## config.mk

```make
export PLATFORM = sky130hd
export DESIGN_NAME = adapter_bus_control
export DESIGN_NICKNAME = d
export VERILOG_FILES = /design/src/common/option_pkg.sv /design/src/adapter_bus_control.sv /design/src/sync2.sv
export SDC_FILE = /design/constraint.sdc
export NUM_CORES = 1
export LEC_CHECK = 0
export ABC_AREA = 1
export BUFFER_PORTS_ARGS = -buffer_cell sky130_fd_sc_hd__buf_2
export CORE_MARGIN = 2
export CORE_UTILIZATION = 30
export DETAILED_ROUTE_END_ITERATION = 7
export SLEW_MARGIN = 20
export SYNTH_ARGS = -nofsm -noshare
export SYNTH_HDL_FRONTEND = slang
export SYNTH_SLANG_ARGS = --single-unit
```

## constraint.sdc

```tcl
create_clock -name clk -period 2 [get_ports clk]
set_clock_uncertainty 0.2 [all_clocks]
set_input_delay 0.2 -clock clk [delete_from_list [all_inputs] [get_ports clk]]
set_output_delay 0.2 -clock clk [all_outputs]
set_load 0.01 [all_outputs]
```

## src/common/option_pkg.sv

```systemverilog
// Purpose: constants for the adapter bus control and option-select block
// Assumes: 100 MHz clk, synchronous active-high rst
// Notes: option registers sit at I/O addresses 0x100..0x105
package option_pkg;
  localparam logic [15:0] ADDR_CARD_ID_LOW   = 16'h0100;
  localparam logic [15:0] ADDR_CARD_ID_HIGH  = 16'h0101;
  localparam logic [15:0] ADDR_OPT_ENABLE    = 16'h0102;
  localparam logic [15:0] ADDR_OPT_USER_A    = 16'h0103;
  localparam logic [15:0] ADDR_OPT_USER_B    = 16'h0104;
  localparam logic [15:0] ADDR_OPT_CHECK     = 16'h0105;
  localparam logic [2:0]  IDX_OPT_ENABLE     = 3'h2;
  localparam logic [2:0]  IDX_OPT_USER_A     = 3'h3;
  localparam logic [2:0]  IDX_OPT_USER_B     = 3'h4;
  localparam logic [2:0]  IDX_OPT_CHECK      = 3'h5;
  localparam int          BIT_CARD_ENABLE    = 0;
  localparam int          BIT_CHECK_FLAG     = 7;
  localparam int          BIT_CHECK_STATUS   = 6;
  localparam int          USER_BITS          = 32;
  localparam int          OPT_PINS           = 16;
  // Arbitrary identifier; replace per card
  localparam logic [15:0] CARD_ID_DEFAULT    = 16'h5a3c;
  localparam logic [7:0]  ENABLE_RESET       = 8'h00;
  localparam logic [7:0]  USER_RESET         = 8'hff;
  localparam logic [7:0]  CHECK_RESET        = 8'hff;
  localparam logic [7:0]  DATA_IDLE          = 8'h00;
  // Status pair encodings, as (status_0_n, status_1_n)
  localparam logic [1:0]  STAT_WRITE         = 2'h1;
  localparam logic [1:0]  STAT_READ          = 2'h2;
endpackage : option_pkg

```

## src/adapter_bus_control.sv

```systemverilog
// Purpose: adapter bus control strobes and option-select registers
// Assumes: all bus pins asynchronous to clk; 100 MHz clk; sync active-high rst
// Notes: strobes lag the bus by synchroniser latency (about 3 clk)
`timescale 1ns/10ps
module adapter_bus_control
  import option_pkg::*;
#(
  parameter logic [15:0] CARD_ID = CARD_ID_DEFAULT,
  // Per pin: which user bit drives it (0..31, bit 0 is the enable bit slot)
  parameter logic [OPT_PINS*5-1:0] PIN_MAP = {
    5'd18, 5'd17, 5'd16, 5'd15, 5'd14, 5'd13, 5'd12, 5'd11,
    5'd10, 5'd9,  5'd8,  5'd7,  5'd6,  5'd5,  5'd4,  5'd3},
  parameter logic [OPT_PINS-1:0] PIN_USED = 16'hffff
) (
  // Clock and reset
  input  wire logic                clk,
  input  wire logic                rst,
  // Bus cycle inputs
  input  wire logic                address_latch_n,
  input  wire logic                command_strobe_n,
  input  wire logic                status_0_n,
  input  wire logic                status_1_n,
  input  wire logic                mem_not_io,
  input  wire logic                setup_select_n,
  input  wire logic                channel_reset,
  input  wire logic [23:0]         bus_address,
  // Option data pins
  input  wire logic [7:0]          cfg_data_in,
  output logic      [7:0]          cfg_data_out,
  output logic                     cfg_data_oe,
  // Card control outputs
  output logic                     mem_read_n,
  output logic                     mem_write_n,
  output logic                     io_read_n,
  output logic                     io_write_n,
  output logic                     cfg_read_strobe_n,
  output logic                     cfg_write_strobe_n,
  output logic                     xcvr_enable_n,
  output logic                     xcvr_direction,
  // Card enable and channel check
  output logic                     card_enabled_oe,
  input  wire logic                raise_check_n,
  output logic                     channel_check_oe,
  // Option I/O pins, open drain
  input  wire logic [OPT_PINS-1:0] opt_pin_in,
  output logic      [OPT_PINS-1:0] opt_pin_oe
);
  // Synchronised pins
  logic        adl_s, cmd_s, sel_s, chk_s, crst_s;
  logic        s0_s, s1_s, mio_s;
  logic [23:0] addr_s;
  logic [7:0]  din_s;
  logic [OPT_PINS-1:0] pin_s;

  sync2 #(.WIDTH(5), .RESET_VAL(5'h1e)) u_sync_ctl (
    .clk  (clk),
    .rst  (rst),
    .din  ({address_latch_n, command_strobe_n, setup_select_n, raise_check_n,
            channel_reset}),
    .dout ({adl_s, cmd_s, sel_s, chk_s, crst_s})
  );
  sync2 #(.WIDTH(3 + 24 + 8 + OPT_PINS), .RESET_VAL('0)) u_sync_dat (
    .clk  (clk),
    .rst  (rst),
    .din  ({status_0_n, status_1_n, mem_not_io, bus_address, cfg_data_in, opt_pin_in}),
    .dout ({s0_s, s1_s, mio_s, addr_s, din_s, pin_s})
  );

  // Edge detection on synchronised strobes
  logic adl_d_reg, cmd_d_reg;
  wire  adl_fall = adl_d_reg & ~adl_s;
  wire  adl_rise = ~adl_d_reg & adl_s;
  wire  cmd_rise = ~cmd_d_reg & cmd_s;
  wire  hard_rst = rst | crst_s;

  always_ff @(posedge clk) begin
    if (rst) begin
      adl_d_reg <= 1'b1;
      cmd_d_reg <= 1'b1;
    end else begin
      adl_d_reg <= adl_s;
      cmd_d_reg <= cmd_s;
    end
  end

  // Cycle capture
  logic [1:0] stat_reg;
  logic       mio_reg, sel_lat_reg, setup_reg;
  logic [2:0] idx_reg;
  logic [15:0] addr_hi_reg;

  always_ff @(posedge clk) begin
    if (hard_rst) begin
      stat_reg    <= 2'h0;
      mio_reg     <= 1'b0;
      sel_lat_reg <= 1'b0;
      idx_reg     <= 3'h0;
      addr_hi_reg <= 16'h0000;
    end else if (adl_fall) begin
      stat_reg    <= {s0_s, s1_s};
      mio_reg     <= mio_s;
      sel_lat_reg <= ~sel_s;
      idx_reg     <= addr_s[2:0];
      addr_hi_reg <= {addr_s[15:3], 3'h0};
    end
  end

  // Setup qualification at address latch rise
  always_ff @(posedge clk) begin
    if (hard_rst) begin
      setup_reg <= 1'b0;
    end else if (adl_fall) begin
      setup_reg <= 1'b0;
    end else if (adl_rise) begin
      setup_reg <= ~sel_s;
    end
  end

  // Decode
  wire is_write   = (stat_reg == STAT_WRITE);
  wire is_read    = (stat_reg == STAT_READ);
  wire is_io      = ~mio_reg;
  wire setup_cyc  = setup_reg & sel_lat_reg & is_io & (is_read | is_write);
  wire cmd_act    = ~cmd_s;
  logic [7:0] en_reg, user_a_reg, user_b_reg, check_reg;
  wire card_on    = en_reg[BIT_CARD_ENABLE];
  wire normal_ok  = card_on & ~setup_cyc & (is_read | is_write);
  wire mem_rd_nx  = ~(normal_ok & cmd_act & ~is_io & is_read);
  wire mem_wr_nx  = ~(normal_ok & cmd_act & ~is_io & is_write);
  wire io_rd_nx   = ~(normal_ok & cmd_act & is_io & is_read);
  wire io_wr_nx   = ~(normal_ok & cmd_act & is_io & is_write);
  wire cfg_rd_nx  = ~(setup_cyc & cmd_act & is_read);
  wire cfg_wr_nx  = ~(setup_cyc & cmd_act & is_write);
  wire den_nx     = ~((normal_ok | setup_cyc) & cmd_act);
  wire dir_nx     = ~is_write;
  wire drive_nx   = setup_cyc & is_read & cmd_act;
  wire in_block   = (addr_hi_reg == ADDR_CARD_ID_LOW);
  wire cfg_wr_now = setup_cyc & is_write & cmd_rise & in_block;

  // Register file image and pin readback
  logic [USER_BITS-1:0] user_bits;
  logic [USER_BITS-1:0] read_bits;
  logic [USER_BITS-1:0] sense_one;
  logic [USER_BITS-1:0] sense_val;
  assign user_bits = {check_reg, user_b_reg, user_a_reg, en_reg};

  genvar gp, gb;
  generate
    for (gp = 0; gp < OPT_PINS; gp++) begin : g_pin
      wire [4:0] sel = PIN_MAP[gp*5 +: 5];
      wire       lvl = PIN_USED[gp] ? user_bits[sel] : 1'b1;
      always_ff @(posedge clk) begin
        if (rst) begin
          opt_pin_oe[gp] <= 1'b0;
        end else begin
          opt_pin_oe[gp] <= ~lvl;
        end
      end
    end
    for (gb = 0; gb < USER_BITS; gb++) begin : g_bit
      logic hit;
      logic val;
      always_comb begin
        hit = 1'b0;
        val = 1'b1;
        for (int p = 0; p < OPT_PINS; p++) begin
          if (PIN_USED[p] && (PIN_MAP[p*5 +: 5] == 5'(gb))) begin
            hit = 1'b1;
            val = val & pin_s[p];
          end
        end
      end
      assign sense_one[gb] = hit;
      assign sense_val[gb] = val;
      // Stored one returns pin level, stored zero or unmapped returns storage
      assign read_bits[gb] = (sense_one[gb] && user_bits[gb]) ? sense_val[gb] : user_bits[gb];
    end
  endgenerate

  // Check status bit may be forced low by a pin mapped onto it
  wire [7:0] check_view = {read_bits[24+BIT_CHECK_FLAG], read_bits[24+BIT_CHECK_STATUS],
                           read_bits[29:24]};
  wire [7:0] rd_mux =
    (idx_reg == 3'h0)           ? CARD_ID[7:0] :
    (idx_reg == 3'h1)           ? CARD_ID[15:8] :
    (idx_reg == IDX_OPT_ENABLE) ? read_bits[7:0] :
    (idx_reg == IDX_OPT_USER_A) ? read_bits[15:8] :
    (idx_reg == IDX_OPT_USER_B) ? read_bits[23:16] :
    (idx_reg == IDX_OPT_CHECK)  ? check_view : DATA_IDLE;

  // Option registers; reset channel writes, no write path for identifier
  always_ff @(posedge clk) begin
    if (hard_rst) begin
      en_reg     <= ENABLE_RESET;
      user_a_reg <= USER_RESET;
      user_b_reg <= USER_RESET;
    end else if (cfg_wr_now) begin
      unique case (idx_reg)
        IDX_OPT_ENABLE: en_reg     <= din_s;
        IDX_OPT_USER_A: user_a_reg <= din_s;
        IDX_OPT_USER_B: user_b_reg <= din_s;
        default: ;
      endcase
    end
  end

  // Check flag: a raise pulse outranks a concurrent write of one
  wire chk_wr = cfg_wr_now & (idx_reg == IDX_OPT_CHECK);
  always_ff @(posedge clk) begin
    if (hard_rst) begin
      check_reg <= CHECK_RESET;
    end else begin
      if (chk_wr) begin
        check_reg <= din_s;
      end
      if (~chk_s) begin
        check_reg[BIT_CHECK_FLAG] <= 1'b0;
      end
    end
  end

  // Registered outputs
  always_ff @(posedge clk) begin
    if (hard_rst) begin
      mem_read_n         <= 1'b1;
      mem_write_n        <= 1'b1;
      io_read_n          <= 1'b1;
      io_write_n         <= 1'b1;
      cfg_read_strobe_n  <= 1'b1;
      cfg_write_strobe_n <= 1'b1;
      xcvr_enable_n      <= 1'b1;
      xcvr_direction     <= 1'b1;
      cfg_data_oe        <= 1'b0;
      cfg_data_out       <= DATA_IDLE;
    end else begin
      mem_read_n         <= mem_rd_nx;
      mem_write_n        <= mem_wr_nx;
      io_read_n          <= io_rd_nx;
      io_write_n         <= io_wr_nx;
      cfg_read_strobe_n  <= cfg_rd_nx;
      cfg_write_strobe_n <= cfg_wr_nx;
      xcvr_enable_n      <= den_nx;
      xcvr_direction     <= dir_nx;
      cfg_data_oe        <= drive_nx;
      cfg_data_out       <= drive_nx ? rd_mux : DATA_IDLE;
    end
  end

  always_ff @(posedge clk) begin
    if (rst) begin
      card_enabled_oe  <= 1'b0;
      channel_check_oe <= 1'b0;
    end else begin
      card_enabled_oe  <= en_reg[BIT_CARD_ENABLE] & ~crst_s;
      channel_check_oe <= ~check_reg[BIT_CHECK_FLAG] & ~crst_s;
    end
  end

  // Assertions
  a_strobe_needs_cmd: assert property (@(posedge clk) disable iff (rst)
    (!io_read_n || !io_write_n || !mem_read_n || !mem_write_n) |-> $past(cmd_act))
    else $error("card strobe without command");
  a_disabled_quiet: assert property (@(posedge clk) disable iff (rst)
    $past(!card_on) |-> (io_read_n && io_write_n && mem_read_n && mem_write_n))
    else $error("strobe while card disabled");
  a_reset_idle: assert property (@(posedge clk) disable iff (rst)
    $past(crst_s) |-> (xcvr_enable_n && !cfg_data_oe && cfg_read_strobe_n))
    else $error("outputs active under channel reset");
  a_oe_setup_read: assert property (@(posedge clk) disable iff (rst)
    cfg_data_oe |-> !cfg_read_strobe_n)
    else $error("data driven outside setup read");
  a_dir_write_low: assert property (@(posedge clk) disable iff (rst)
    $past(is_write && !crst_s) |-> !xcvr_direction)
    else $error("direction high on write");
  a_den_setup: assert property (@(posedge clk) disable iff (rst)
    (!cfg_read_strobe_n || !cfg_write_strobe_n) |-> !xcvr_enable_n)
    else $error("transceiver off in setup");
  a_enable_follow: assert property (@(posedge clk) disable iff (rst)
    ##1 (card_enabled_oe == ($past(en_reg[BIT_CARD_ENABLE]) && !$past(crst_s))))
    else $error("card enabled pin mismatch");
  a_check_raise: assert property (@(posedge clk) disable iff (rst)
    (!chk_s && !crst_s) |=> ##1 channel_check_oe)
    else $error("check not raised");
  a_write_store: assert property (@(posedge clk) disable iff (hard_rst)
    (cfg_wr_now && idx_reg == IDX_OPT_USER_A) |=> (user_a_reg == $past(din_s)))
    else $error("setup write lost");
  // Only one card or setup strobe may be active in any cycle
  a_strobe_exclusive: assert property (@(posedge clk) disable iff (rst)
    $onehot0(~{mem_read_n, mem_write_n, io_read_n, io_write_n, cfg_read_strobe_n,
               cfg_write_strobe_n}))
    else $error("two strobes at once");
  a_den_needs_cmd: assert property (@(posedge clk) disable iff (rst)
    !xcvr_enable_n |-> $past(cmd_act))
    else $error("transceiver enabled without command");
  a_oe_needs_setup: assert property (@(posedge clk) disable iff (rst)
    cfg_data_oe |-> $past(setup_cyc && is_read))
    else $error("data driven without setup read");
  // Direction may move only after a latch fall or a reset
  a_dir_held: assert property (@(posedge clk) disable iff (rst)
    $changed(xcvr_direction) |-> ($past(adl_fall, 2) || $past(hard_rst) || $past(hard_rst, 2)))
    else $error("direction moved inside a cycle");
  // Storage moves only by reset, a qualified setup write or, for the check flag, a raise pulse; option pins never touch it
  a_enable_guard: assert property (@(posedge clk) disable iff (rst)
    $changed(en_reg) |-> $past(hard_rst || (cfg_wr_now && idx_reg == IDX_OPT_ENABLE)))
    else $error("enable bit moved outside setup write");
  a_user_guard: assert property (@(posedge clk) disable iff (rst)
    ($changed(user_a_reg) || $changed(user_b_reg)) |-> $past(hard_rst || cfg_wr_now))
    else $error("user bits moved without write");
  a_flag_set: assert property (@(posedge clk) disable iff (rst)
    $rose(check_reg[BIT_CHECK_FLAG]) |-> $past(hard_rst || chk_wr))
    else $error("check flag set without cause");

  c_setup_read: cover property (@(posedge clk) !cfg_read_strobe_n ##1 cfg_read_strobe_n);
  c_setup_write: cover property (@(posedge clk) cfg_wr_now);
  c_io_read: cover property (@(posedge clk) !io_read_n);
  c_mem_write: cover property (@(posedge clk) !mem_write_n);
  c_check_raise: cover property (@(posedge clk) $fell(check_reg[BIT_CHECK_FLAG]));
endmodule : adapter_bus_control

```

## src/sync2.sv

```systemverilog
// Purpose: two-flop synchroniser for a vector of asynchronous pins
// Assumes: single clock clk, synchronous reset rst
// Notes: first stage is read only by the second stage
`timescale 1ns/10ps
module sync2 #(
  parameter int          WIDTH = 1,
  parameter logic [WIDTH-1:0] RESET_VAL = '0
) (
  // Clock and reset
  input  wire logic             clk,
  input  wire logic             rst,
  // Data
  input  wire logic [WIDTH-1:0] din,
  output logic      [WIDTH-1:0] dout
);
  logic [WIDTH-1:0] meta_reg;

  always_ff @(posedge clk) begin
    if (rst) begin
      meta_reg <= RESET_VAL;
      dout     <= RESET_VAL;
    end else begin
      meta_reg <= din;
      dout     <= meta_reg;
    end
  end
endmodule : sync2

```

After elaboration in Yosys (flattened, before gate mapping)
Cells that the tools add are included.
{ "op_classes": {"multipliers": 0, "eq_ne": 9, "mux": 24, "div_mod_pow": 0, "bitwise_logic": 64, "n_reduce_logical": 8, "order_cmp": 0, "n_addsub": 0, "shifts": 0} }
{ "op_table": {"columns": ["operator", "count"], "rows": [
  ["2-to-1 mux 8 bit", 5],
  ["NOT 1 bit", 34],
  ["bitwise AND 1 bit", 27],
  ["2-to-1 mux 1 bit", 17],
  ["equality test 13 x 6 -> 1 bit, second input constant", 1],
  ["2-to-1 mux 7 bit", 1],
  ["equality test 3 x 2 -> 1 bit, second input constant", 2],
  ["equality test 3 bit, second input constant", 2],
  ["2-to-1 mux 6 bit", 1],
  ["AND reduction 2 bit", 3],
  ["OR reduction 2 bit", 2],
  ["OR reduction 4 bit", 1],
  ["equality test 3 x 1 -> 1 bit, second input constant", 1],
  ["zero test 3 bit", 1],
  ["OR 1 bit", 3],
  ["OR reduction 3 bit", 1],
  ["equality test 2 x 1 -> 1 bit, second input constant", 1],
  ["equality test 2 bit, second input constant", 1],
  ["inequality test 2 bit, second input constant", 1]
]} }
{ "totals": {"input_bits": 58, "mem_count": 0, "latch_bits": 0, "mem_bits_rw": 0, "word_cells": 152, "mem_bits_ro": 0, "register_bits": 202} }

Logic depth before layout (Yosys ltp)
Gate-level depths: netlist of run 1.
{ "logic_depth": {"ltp_word": 10, "mapped_depth": 11, "depth_no_buf": 11} }

Cells and area by module
Synthesis of run 1 repeated with hierarchy kept, for this count alone.
{ "unflattened": {"cells_unflattened": 793, "area_unflattened_um2": 6656.4} }
{ "modules_own_cells": {"columns": ["mod", "cells_each", "seq_area_each_um2", "instances", "area_per_inst_um2"], "rows": [
  ["adapter_bus_control", 445, 1801.7, 1, 3455.8],
  ["sync2 at u_sync_dat", 317, 2042.0, 1, 2919.0],
  ["sync2 at u_sync_ctl", 31, 200.2, 1, 281.5]
]} }

Least setup slack after synthesis of run 1
Ideal clock, no wire load.
{ "synth_timing": {"kind": "register to register", "from": "register stat_reg[0]", "to": "register user_a_reg[0]", "required_time_ns": 1.666, "path_buffers": 0, "arrival_ns": 1.483, "stages_incl_launch_ff": 9, "synth_period_minus_slack_ns": 1.816, "slack_ns": 0.184, "path_cell_list": "dfxtp_1 -> inv_1 -> ha_1 -> nor3_4 -> nand2_2 -> nor2_8 -> nand2_2 -> nand2_1 -> nand3_1"} }
{ "synth_between": {"elab_chain_cells": 7, "elab_cells_between_ends": 8, "classes_between": "eq/ne (2); bitwise (5); reduce/logical (1)"} }
{ "synth_rtl": {"columns": ["element", "line", "rtl"], "rows": [
  ["from (decl)", "adapter_bus_control.sv:87", "logic [1:0] stat_reg;"],
  ["from (signal assigned)", "adapter_bus_control.sv:100", "stat_reg <= {s0_s, s1_s};"],
  ["equality test 2 bit / equality test 2 x 1 -> 1 bit (equally long branches)", "adapter_bus_control.sv:121, adapter_bus_control.sv:120", null],
  ["OR 1 bit", "adapter_bus_control.sv:123", "wire setup_cyc = setup_reg & sel_lat_reg & is_io & (is_read | is_write);"],
  ["bitwise AND 1 bit", "adapter_bus_control.sv:123", null],
  ["bitwise AND 1 bit (*) (3 in a row)", "adapter_bus_control.sv:138", "wire cfg_wr_now = setup_cyc & is_write & cmd_rise & in_block;"],
  ["AND reduction 2 bit (no source line) (*)", null, null],
  ["to (signal assigned)", "adapter_bus_control.sv:200", "IDX_OPT_USER_A: user_a_reg <= din_s;"],
  ["to (decl)", "adapter_bus_control.sv:125", "logic [7:0] en_reg, user_a_reg, user_b_reg, check_reg;"]
]} }
Every way passes the cells marked *; elsewhere a longest branch is shown, timed or not.
A chain may end at the register's enable or synchronous reset.

Worst setup path after layout of run 1
{ "layout_timing": {"from": "register stat_reg[0]", "to": "register user_b_reg[7]"} }
{ "layout_between": {"elab_chain_cells": 7, "elab_cells_between_ends": 8, "classes_between": "eq/ne (2); bitwise (5); reduce/logical (1)"} }
{ "layout_rtl": {"columns": ["element", "line", "rtl"], "rows": [
  ["equality test 2 bit / equality test 2 x 1 -> 1 bit (equally long branches)", "adapter_bus_control.sv:121, adapter_bus_control.sv:120", null],
  ["OR 1 bit", "adapter_bus_control.sv:123", null],
  ["bitwise AND 1 bit", "adapter_bus_control.sv:123", null],
  ["bitwise AND 1 bit (*) (3 in a row)", "adapter_bus_control.sv:138", null],
  ["AND reduction 2 bit (no source line) (*)", null, null],
  ["to (signal assigned)", "adapter_bus_control.sv:201", "IDX_OPT_USER_B: user_b_reg <= din_s;"],
  ["to (decl)", "adapter_bus_control.sv:125", null]
]} }
Marks and branches as above.

==> metrics.yaml, run 1 <==
global_routing:
  antenna_found_initial: 0
  grt-ovfl-total: 0
  grt_pass1_vias: 4202
  track_usage_pct: 12.3
  grt_pass1_wl_um: 20900
  grt_max_degree: 115
cts:
  cts_sinks: 186
  cts.reportedPaths.clkPinSlew_ps: 70
  root_buffer: "clkbuf_16"
  cts_made_buffers: 17
  htree_levels: 4
  cts_tree: "built"
  clkLatencyLatePin_ps: 420
  cts.path.max_buffers: 2
critical_path:
  critical_path_class: "flop to flop"
  worstPathRequired_ps: 2080
  cpMaxStageDelayCell: "dfxtp_2"
  reg2reg_from: "stat_reg[0]"
  ff2ff_path_depth: 8
  critPathCaptureType: "flop"
  worstSetupStartpointType: "flop"
  cp_slowest_stage_delay_ps: 350
  path_max_fanout: 8
  path_cells: "inv_1, ha_4, nor3_4, nand2_2, nor2_8, nand2_4, nand2_1, nand3_1"
  worstPathArrival_ps: 1950
  critPathLaunch: "stat_reg[0]"
yosys:
  ys_ff_latch: 186
  syn-instance-count: 730
  ys_warn_count: 0
  ys_types: 31
  syn_avg_cell_area_um2: 8.36
  syn-cell-area_mm2: 0.00610
  synth_top_area_cell: "dfxtp_1"
  synth-seq-area-share_pct: 61.0
  synthTopCellsByArea: "dfxtp_1, nor2_1, inv_1"
  synth_top_area_share_pct: 61.0
  syn-num-nets: 790
floorplanning:
  die_area_mm2: 0.0215
  core.rowCount: 52
  initial_core_util_pct: 30.4
  top_level_ports: 93
  coreArea_mm2: 0.0201
  die_w_um: 147
  die_h_um: 147
layout:
  final_util_pct: 39.6
  nets: 930
  antenna_cells: 0
  layout_common_cells: "dfxtp_1, nor2_1, inv_1"
  drive_gt1_share_pct: 18.1
  final_common_cell: "dfxtp_1"
  syn2layout_area_growth_pct: 30.5
placed_design:
  dpl_worst_slack_ps: -47.7
  port_buffers: 84
  dp_hpwl_um: 8670
  gp_congestion: 0.874
drt:
  ant_nets: 0
  route.detailed.drc: 0
  wl_um: 13000
  viasPerCell: 3.98
  num_vias: 4587
  dr.pass1.iters: 4
  post_drt_wl_per_cell_um: 11.3
  drtIter0Drc: 363
outcome:
  status: "finished, final reports clean"
power_and_ir_drop:
  ir_worst_vdd_v: 0.000474
  internal_power_w: 0.00579
  clkPwrFrac_pct: 42.7
  p_leak_nw: 3.85
  p_comb_share_pct: 5.2
  p_seq_share_pct: 52.0
  swShare_pct: 22.3
  switchingPower_w: 0.00166
  p_per_area_mw_per_mm2: 936
sta:
  postLayoutSetupSlackWorst_ps: 131
  fmax_ghz: 0.535
  layout_min_cycle_time_ps: 1870
  slew_violations: 0
  hold_violations: 0
  fin_crit_sh_pct: 93.5
  grt_setup_unrepaired: "no"
  slew-limit-headroom_pct: 65.0
  worst_slew_pin_slew_ps: 525
  finalSetupViolCount: 0
  tns_ps: 0
hold_path:
  whs_path_depth: 2
  worstHoldStart: "u_sync_dat.meta_reg[12]"
  hold_class: "flop to flop"
job:
  maxCapViolCount: 0
-- critical path, delay by kind of cell, from the launching register on --
kind	cells	cell delay, ps
adder cells (fa/ha/maj)	1	260
flip-flops	1	350
AND/OR/NAND/NOR	6	810
buffers and inverters	1	90
-- power by group through the flow --
| stage | clock, W | sequential, W | combinational, W |
|---|---|---|---|
| floorplan | 0 | 0.00394 | 0.000206 |
| global placement | 0 | 0.00396 | 0.000315 |
| detailed placement | 0 | 0.00396 | 0.000317 |
| CTS | 0.00329 | 0.00388 | 0.000389 |
| global route | 0.00343 | 0.00389 | 0.000445 |
| finish | 0.00319 | 0.00388 | 0.000390 |
-- layout make-up --
class | count | area, µm²
clock inverters | 12 | 115
fillers | 2066 | 12100
repair buffers | 148 | 1040
inverters | 124 | 465
flip-flops and latches | 186 | 3720
clock buffers | 19 | 453
well taps | 270 | 338
multi-input cells | 393 | 1830
-- path summary, 6_finish.rpt --
path                               to  slack, ps
setup / recovery        user_b_reg[7]        130
hold / removal    u_sync_dat.dout[12]        200
setup reg to reg        user_b_reg[7]        130
hold reg to reg   u_sync_dat.dout[12]        200
-- metrics by stage --
stage | total power [W] | cells | hold slack [ps] | area, µm²
CTS | 0.00755 | 1146 | 202 | 7880
finish | 0.00746 | 1152 | 200 | 7960
global route | 0.00777 | 1152 | 217 | 7960
floorplan | 0.00415 | 730 | 104 | 6100
detailed placement | 0.00428 | 1065 | 185 | 6810
global placement | 0.00428 | 1065 | 186 | 6810
-- metal layers --
| metal | wire, µm | global-route usage (%) | vias up | part of all wire, % |
|---|---|---|---|---|
| met5 | 0 | 0 | - | 0 |
| met4 | 273 | 5.29 | 0 | 2.1 |
| met3 | 677 | 2.97 | 19 | 5.2 |
| met2 | 5310 | 17.3 | 124 | 41 |
| met1 | 6780 | 18.0 | 1968 | 52 |
| li1 | - | - | 2476 | - |
-- cells in the mapped netlist, drive strengths merged --
cell type	n
inv	124
nand3	65
a22o	2
o211ai	1
nor3	3
o22ai	3
a211oi	1
ha	2
or2	10
buf	9
nand4	4
o21ai	26
a311oi	1
nor2	180
clkbuf	18
a21oi	14
dfxtp	186
nand2	80
o21bai	1
-- logic make-up (layout without fill, tap and decap cells) --
group	Yosys count	count (layout)	share of synthesized area [%]
adder cells (fa/ha/maj)	2	2	0.410
flip-flops	186	186	61.0
AND/OR/NAND/NOR	342	342	24.5
buffers and inverters	151	303	9.70
AO/OA/AOI/OAI	49	49	4.39
-- repair_timing --
item | CTS | global route
hold buffers | 49 | 0
pin swaps | 1 | 5
endpoints found under the setup margin | 16 | 24
resized for setup | 0 | 9
setup buffers | 1 | 6
endpoints found under the hold margin | 51 | 0
(Power assumes the default switching activity.)
==> run 2, diff against run 1 <==
--- a/config.mk
+++ b/config.mk
@@ -10,6 +10,7 @@
 export CORE_MARGIN = 2
 export CORE_UTILIZATION = 30
 export DETAILED_ROUTE_END_ITERATION = 7
+export REMOVE_ABC_BUFFERS = 1
 export SLEW_MARGIN = 20
 export SYNTH_ARGS = -nofsm -noshare
 export SYNTH_HDL_FRONTEND = slang
==> metrics.yaml, run 2 (synthesis gave the netlist of run 1 again) <==
placed_design:
  dpl.cell_count: 1077  # +1.1%
  port_buffers: 84  # unchanged
  dpl_worst_slack_ps: 5.76  # +53.5 ps
  gp_congestion: 0.818  # -6.4%
  dp_hpwl_um: 8390  # -3.1%
cts:
  cts.path.max_buffers: 2  # unchanged
  cts_made_buffers: 17  # unchanged
  cts_tree: "built"
  htree_levels: 4  # unchanged
  clkLatencyLatePin_ps: 430  # about the same
  cts_sinks: 186  # unchanged
  root_buffer: "clkbuf_16"
  cts.reportedPaths.clkPinSlew_ps: 70  # about the same
critical_path:
  path_max_fanout: 8  # unchanged
  worstSetupStartpointType: "flop"
  reg2reg_from: "stat_reg[0]"
  cpMaxStageDelayCell: "ha_1"
  worstPathArrival_ps: 2040  # +90 ps
  cp_common_cell: "nand2_1"
  path_delay_family: "simple AND/OR/NAND/NOR gates"
  critPathCaptureType: "flop"
  path_cells: "inv_1, ha_1, nor3_4, buf_4, nand4_4, nand2_1, nand2_1, nor2_1"
  rr_endpoint: "en_reg[7]"
  critical_path_class: "flop to flop"
  ff2ff_path_depth: 8  # unchanged
  reg2reg_slack_ps: 130  # about the same
  worstPathRequired_ps: 2170  # +90 ps
  cp.buffers_inverters: 2  # +1
  cp_slowest_stage_delay_ps: 350  # about the same
global_routing:
  grtUsageMet2_pct: 19.9  # +2.6 points
  grt_pass1_vias: 4444  # +5.8%
  track_usage_pct: 12.8  # +0.42 points
  grt_max_degree: 115  # unchanged
  grt_pass1_wl_um: 21800  # +4.3%
  grtUsageMet3_pct: 3.59  # +0.62 points
  gr-usage-met1_pct: 16.9  # -1.1 points
  top_usage_layer: "met2"
  grt-ovfl-total: 0  # unchanged
  antenna_found_initial: 0  # unchanged
sta:
  postLayoutSetupSlackWorst_ps: 125  # -5.42 ps
  whs_ps: 200  # -0.111 ps
  finalSetupViolCount: 0  # unchanged
  slew-limit-headroom_pct: 63.2  # -1.8 points
  fmax_ghz: 0.533  # -0.29%
  layout_min_cycle_time_ps: 1870  # +5.42 ps
  slew_violations: 0  # unchanged
  fin_crit_sh_pct: 93.7  # +0.27 points
  tns_ps: 0  # unchanged
  worst_slew_pin_slew_ps: 552  # +26.8 ps
  hold_violations: 0  # unchanged
floorplanning:
  top_level_ports: 93  # unchanged
  die_w_um: 147  # unchanged
  coreArea_mm2: 0.0201  # unchanged
  initial_core_util_pct: 30.4  # unchanged
  core.rowCount: 52  # unchanged
  die_area_mm2: 0.0215  # unchanged
  die_h_um: 147  # unchanged
layout:
  drive_gt1_share_pct: 18.4  # +0.25 points
  num-fill-cells: 2026  # -1.9%
  antenna_cells: 0  # unchanged
  syn2layout_area_growth_pct: 31.5
  instances_no_fill: 1162  # +0.87%
  layout_common_cells: "dfxtp_1, nor2_1, inv_1"
  final_common_cell: "dfxtp_1"
  nets: 939  # +0.97%
drt:
  route.detailed.drc: 0  # unchanged
  drtIter0Drc: 309  # -15%
  ant_nets: 0  # unchanged
  dr.pass1.iters: 5  # +1
  viasPerCell: 4.05  # +1.6%
  post_drt_wl_per_cell_um: 11.3  # -0.40%
  wl_um: 13100  # +0.46%
  num_vias: 4701  # +2.5%
outcome:
  status: "finished, final reports clean"
hold_path:
  hold_class: "flop to flop"
  hold_path_end: "u_sync_dat.dout[1]"
  worstHoldStart: "u_sync_dat.meta_reg[1]"
  whs_path_depth: 2  # unchanged
power_and_ir_drop:
  p_leak_nw: 3.91  # +1.6%
  ir_worst_vdd_v: 0.000487  # +2.9%
  p_per_area_mw_per_mm2: 941  # +0.57%
  fin_total_pwr_w: 0.00756  # +1.4%
job:
  maxCapViolCount: 0  # unchanged
-- run 2: area by class of cell --
cell class / instances / area (µm²) / area share (%)
multi-input cells: 394 / 1820 / 22.7
flip-flops and latches: 186 / 3720 / 46.4
repair buffers: 156 / 1100 / 13.7
inverters: 124 / 465 / 5.80
clock buffers: 19 / 443 / 5.52
clock inverters: 13 / 141 / 1.76
well taps: 270 / 338 / 4.21
-- run 2: where the power goes --
part	leakage (nW)	total, W	switching (W)	internal, W
Combinational	2.11	0.000393	0.000207	0.000186
Sequential	1.53	0.00387	0.0000485	0.00382
Clock	0.280	0.00330	0.00142	0.00188
Total	3.91	0.00756	0.00167	0.00589
-- run 2: per-stage QoR --
step           area [µm²]  util [%]
6_report             8030      39.9
5_1_grt              8030      39.9
4_1_cts              8000      39.8
3_5_place_dp         6900      34.3
3_3_place_gp         6900      34.3
2_1_floorplan        5980         -
-- run 2: worst max path at each step --
stage           startpoint             to  slack [ps]  cells past startpoint
5_1_grt        stat_reg[1]  user_b_reg[5]          -5                     11
2_1_floorplan  stat_reg[0]  user_b_reg[0]         110                      8
6_report       stat_reg[0]      en_reg[7]         130                      8
3_5_place_dp   stat_reg[0]      en_reg[5]           6                      8
4_1_cts        stat_reg[0]      en_reg[7]          40                      8
3_3_place_gp   stat_reg[0]      en_reg[4]          50                      7
-- run 2: worst register-to-register path, stage by stage, from the launching register on --
cell and delay (ps):
dfxtp_1 330, inv_1 60, ha_1 350, nor3_4 210, buf_4 190, nand4_4 200, nand2_1 120, nand2_1 60
nor2_1 100
-- run 2: timing repair --
item / in CTS / in global routing
cloned: 1 / 0
setup buffers: 0 / 3
pin swaps: 0 / 2
hold buffers: 49 / 0
setup endpoints to repair: 3 / 31
endpoints found under the hold margin: 50 / 0
gates resized for setup: 1 / 2
-- run 2: per-layer routing --
metal | part of all wire (%) | vias up
met5 | 0 | -
met3 | 4.6 | 11
met4 | 1.2 | 0
li1 | - | 2500
met1 | 49 | 2100
met2 | 45 | 90
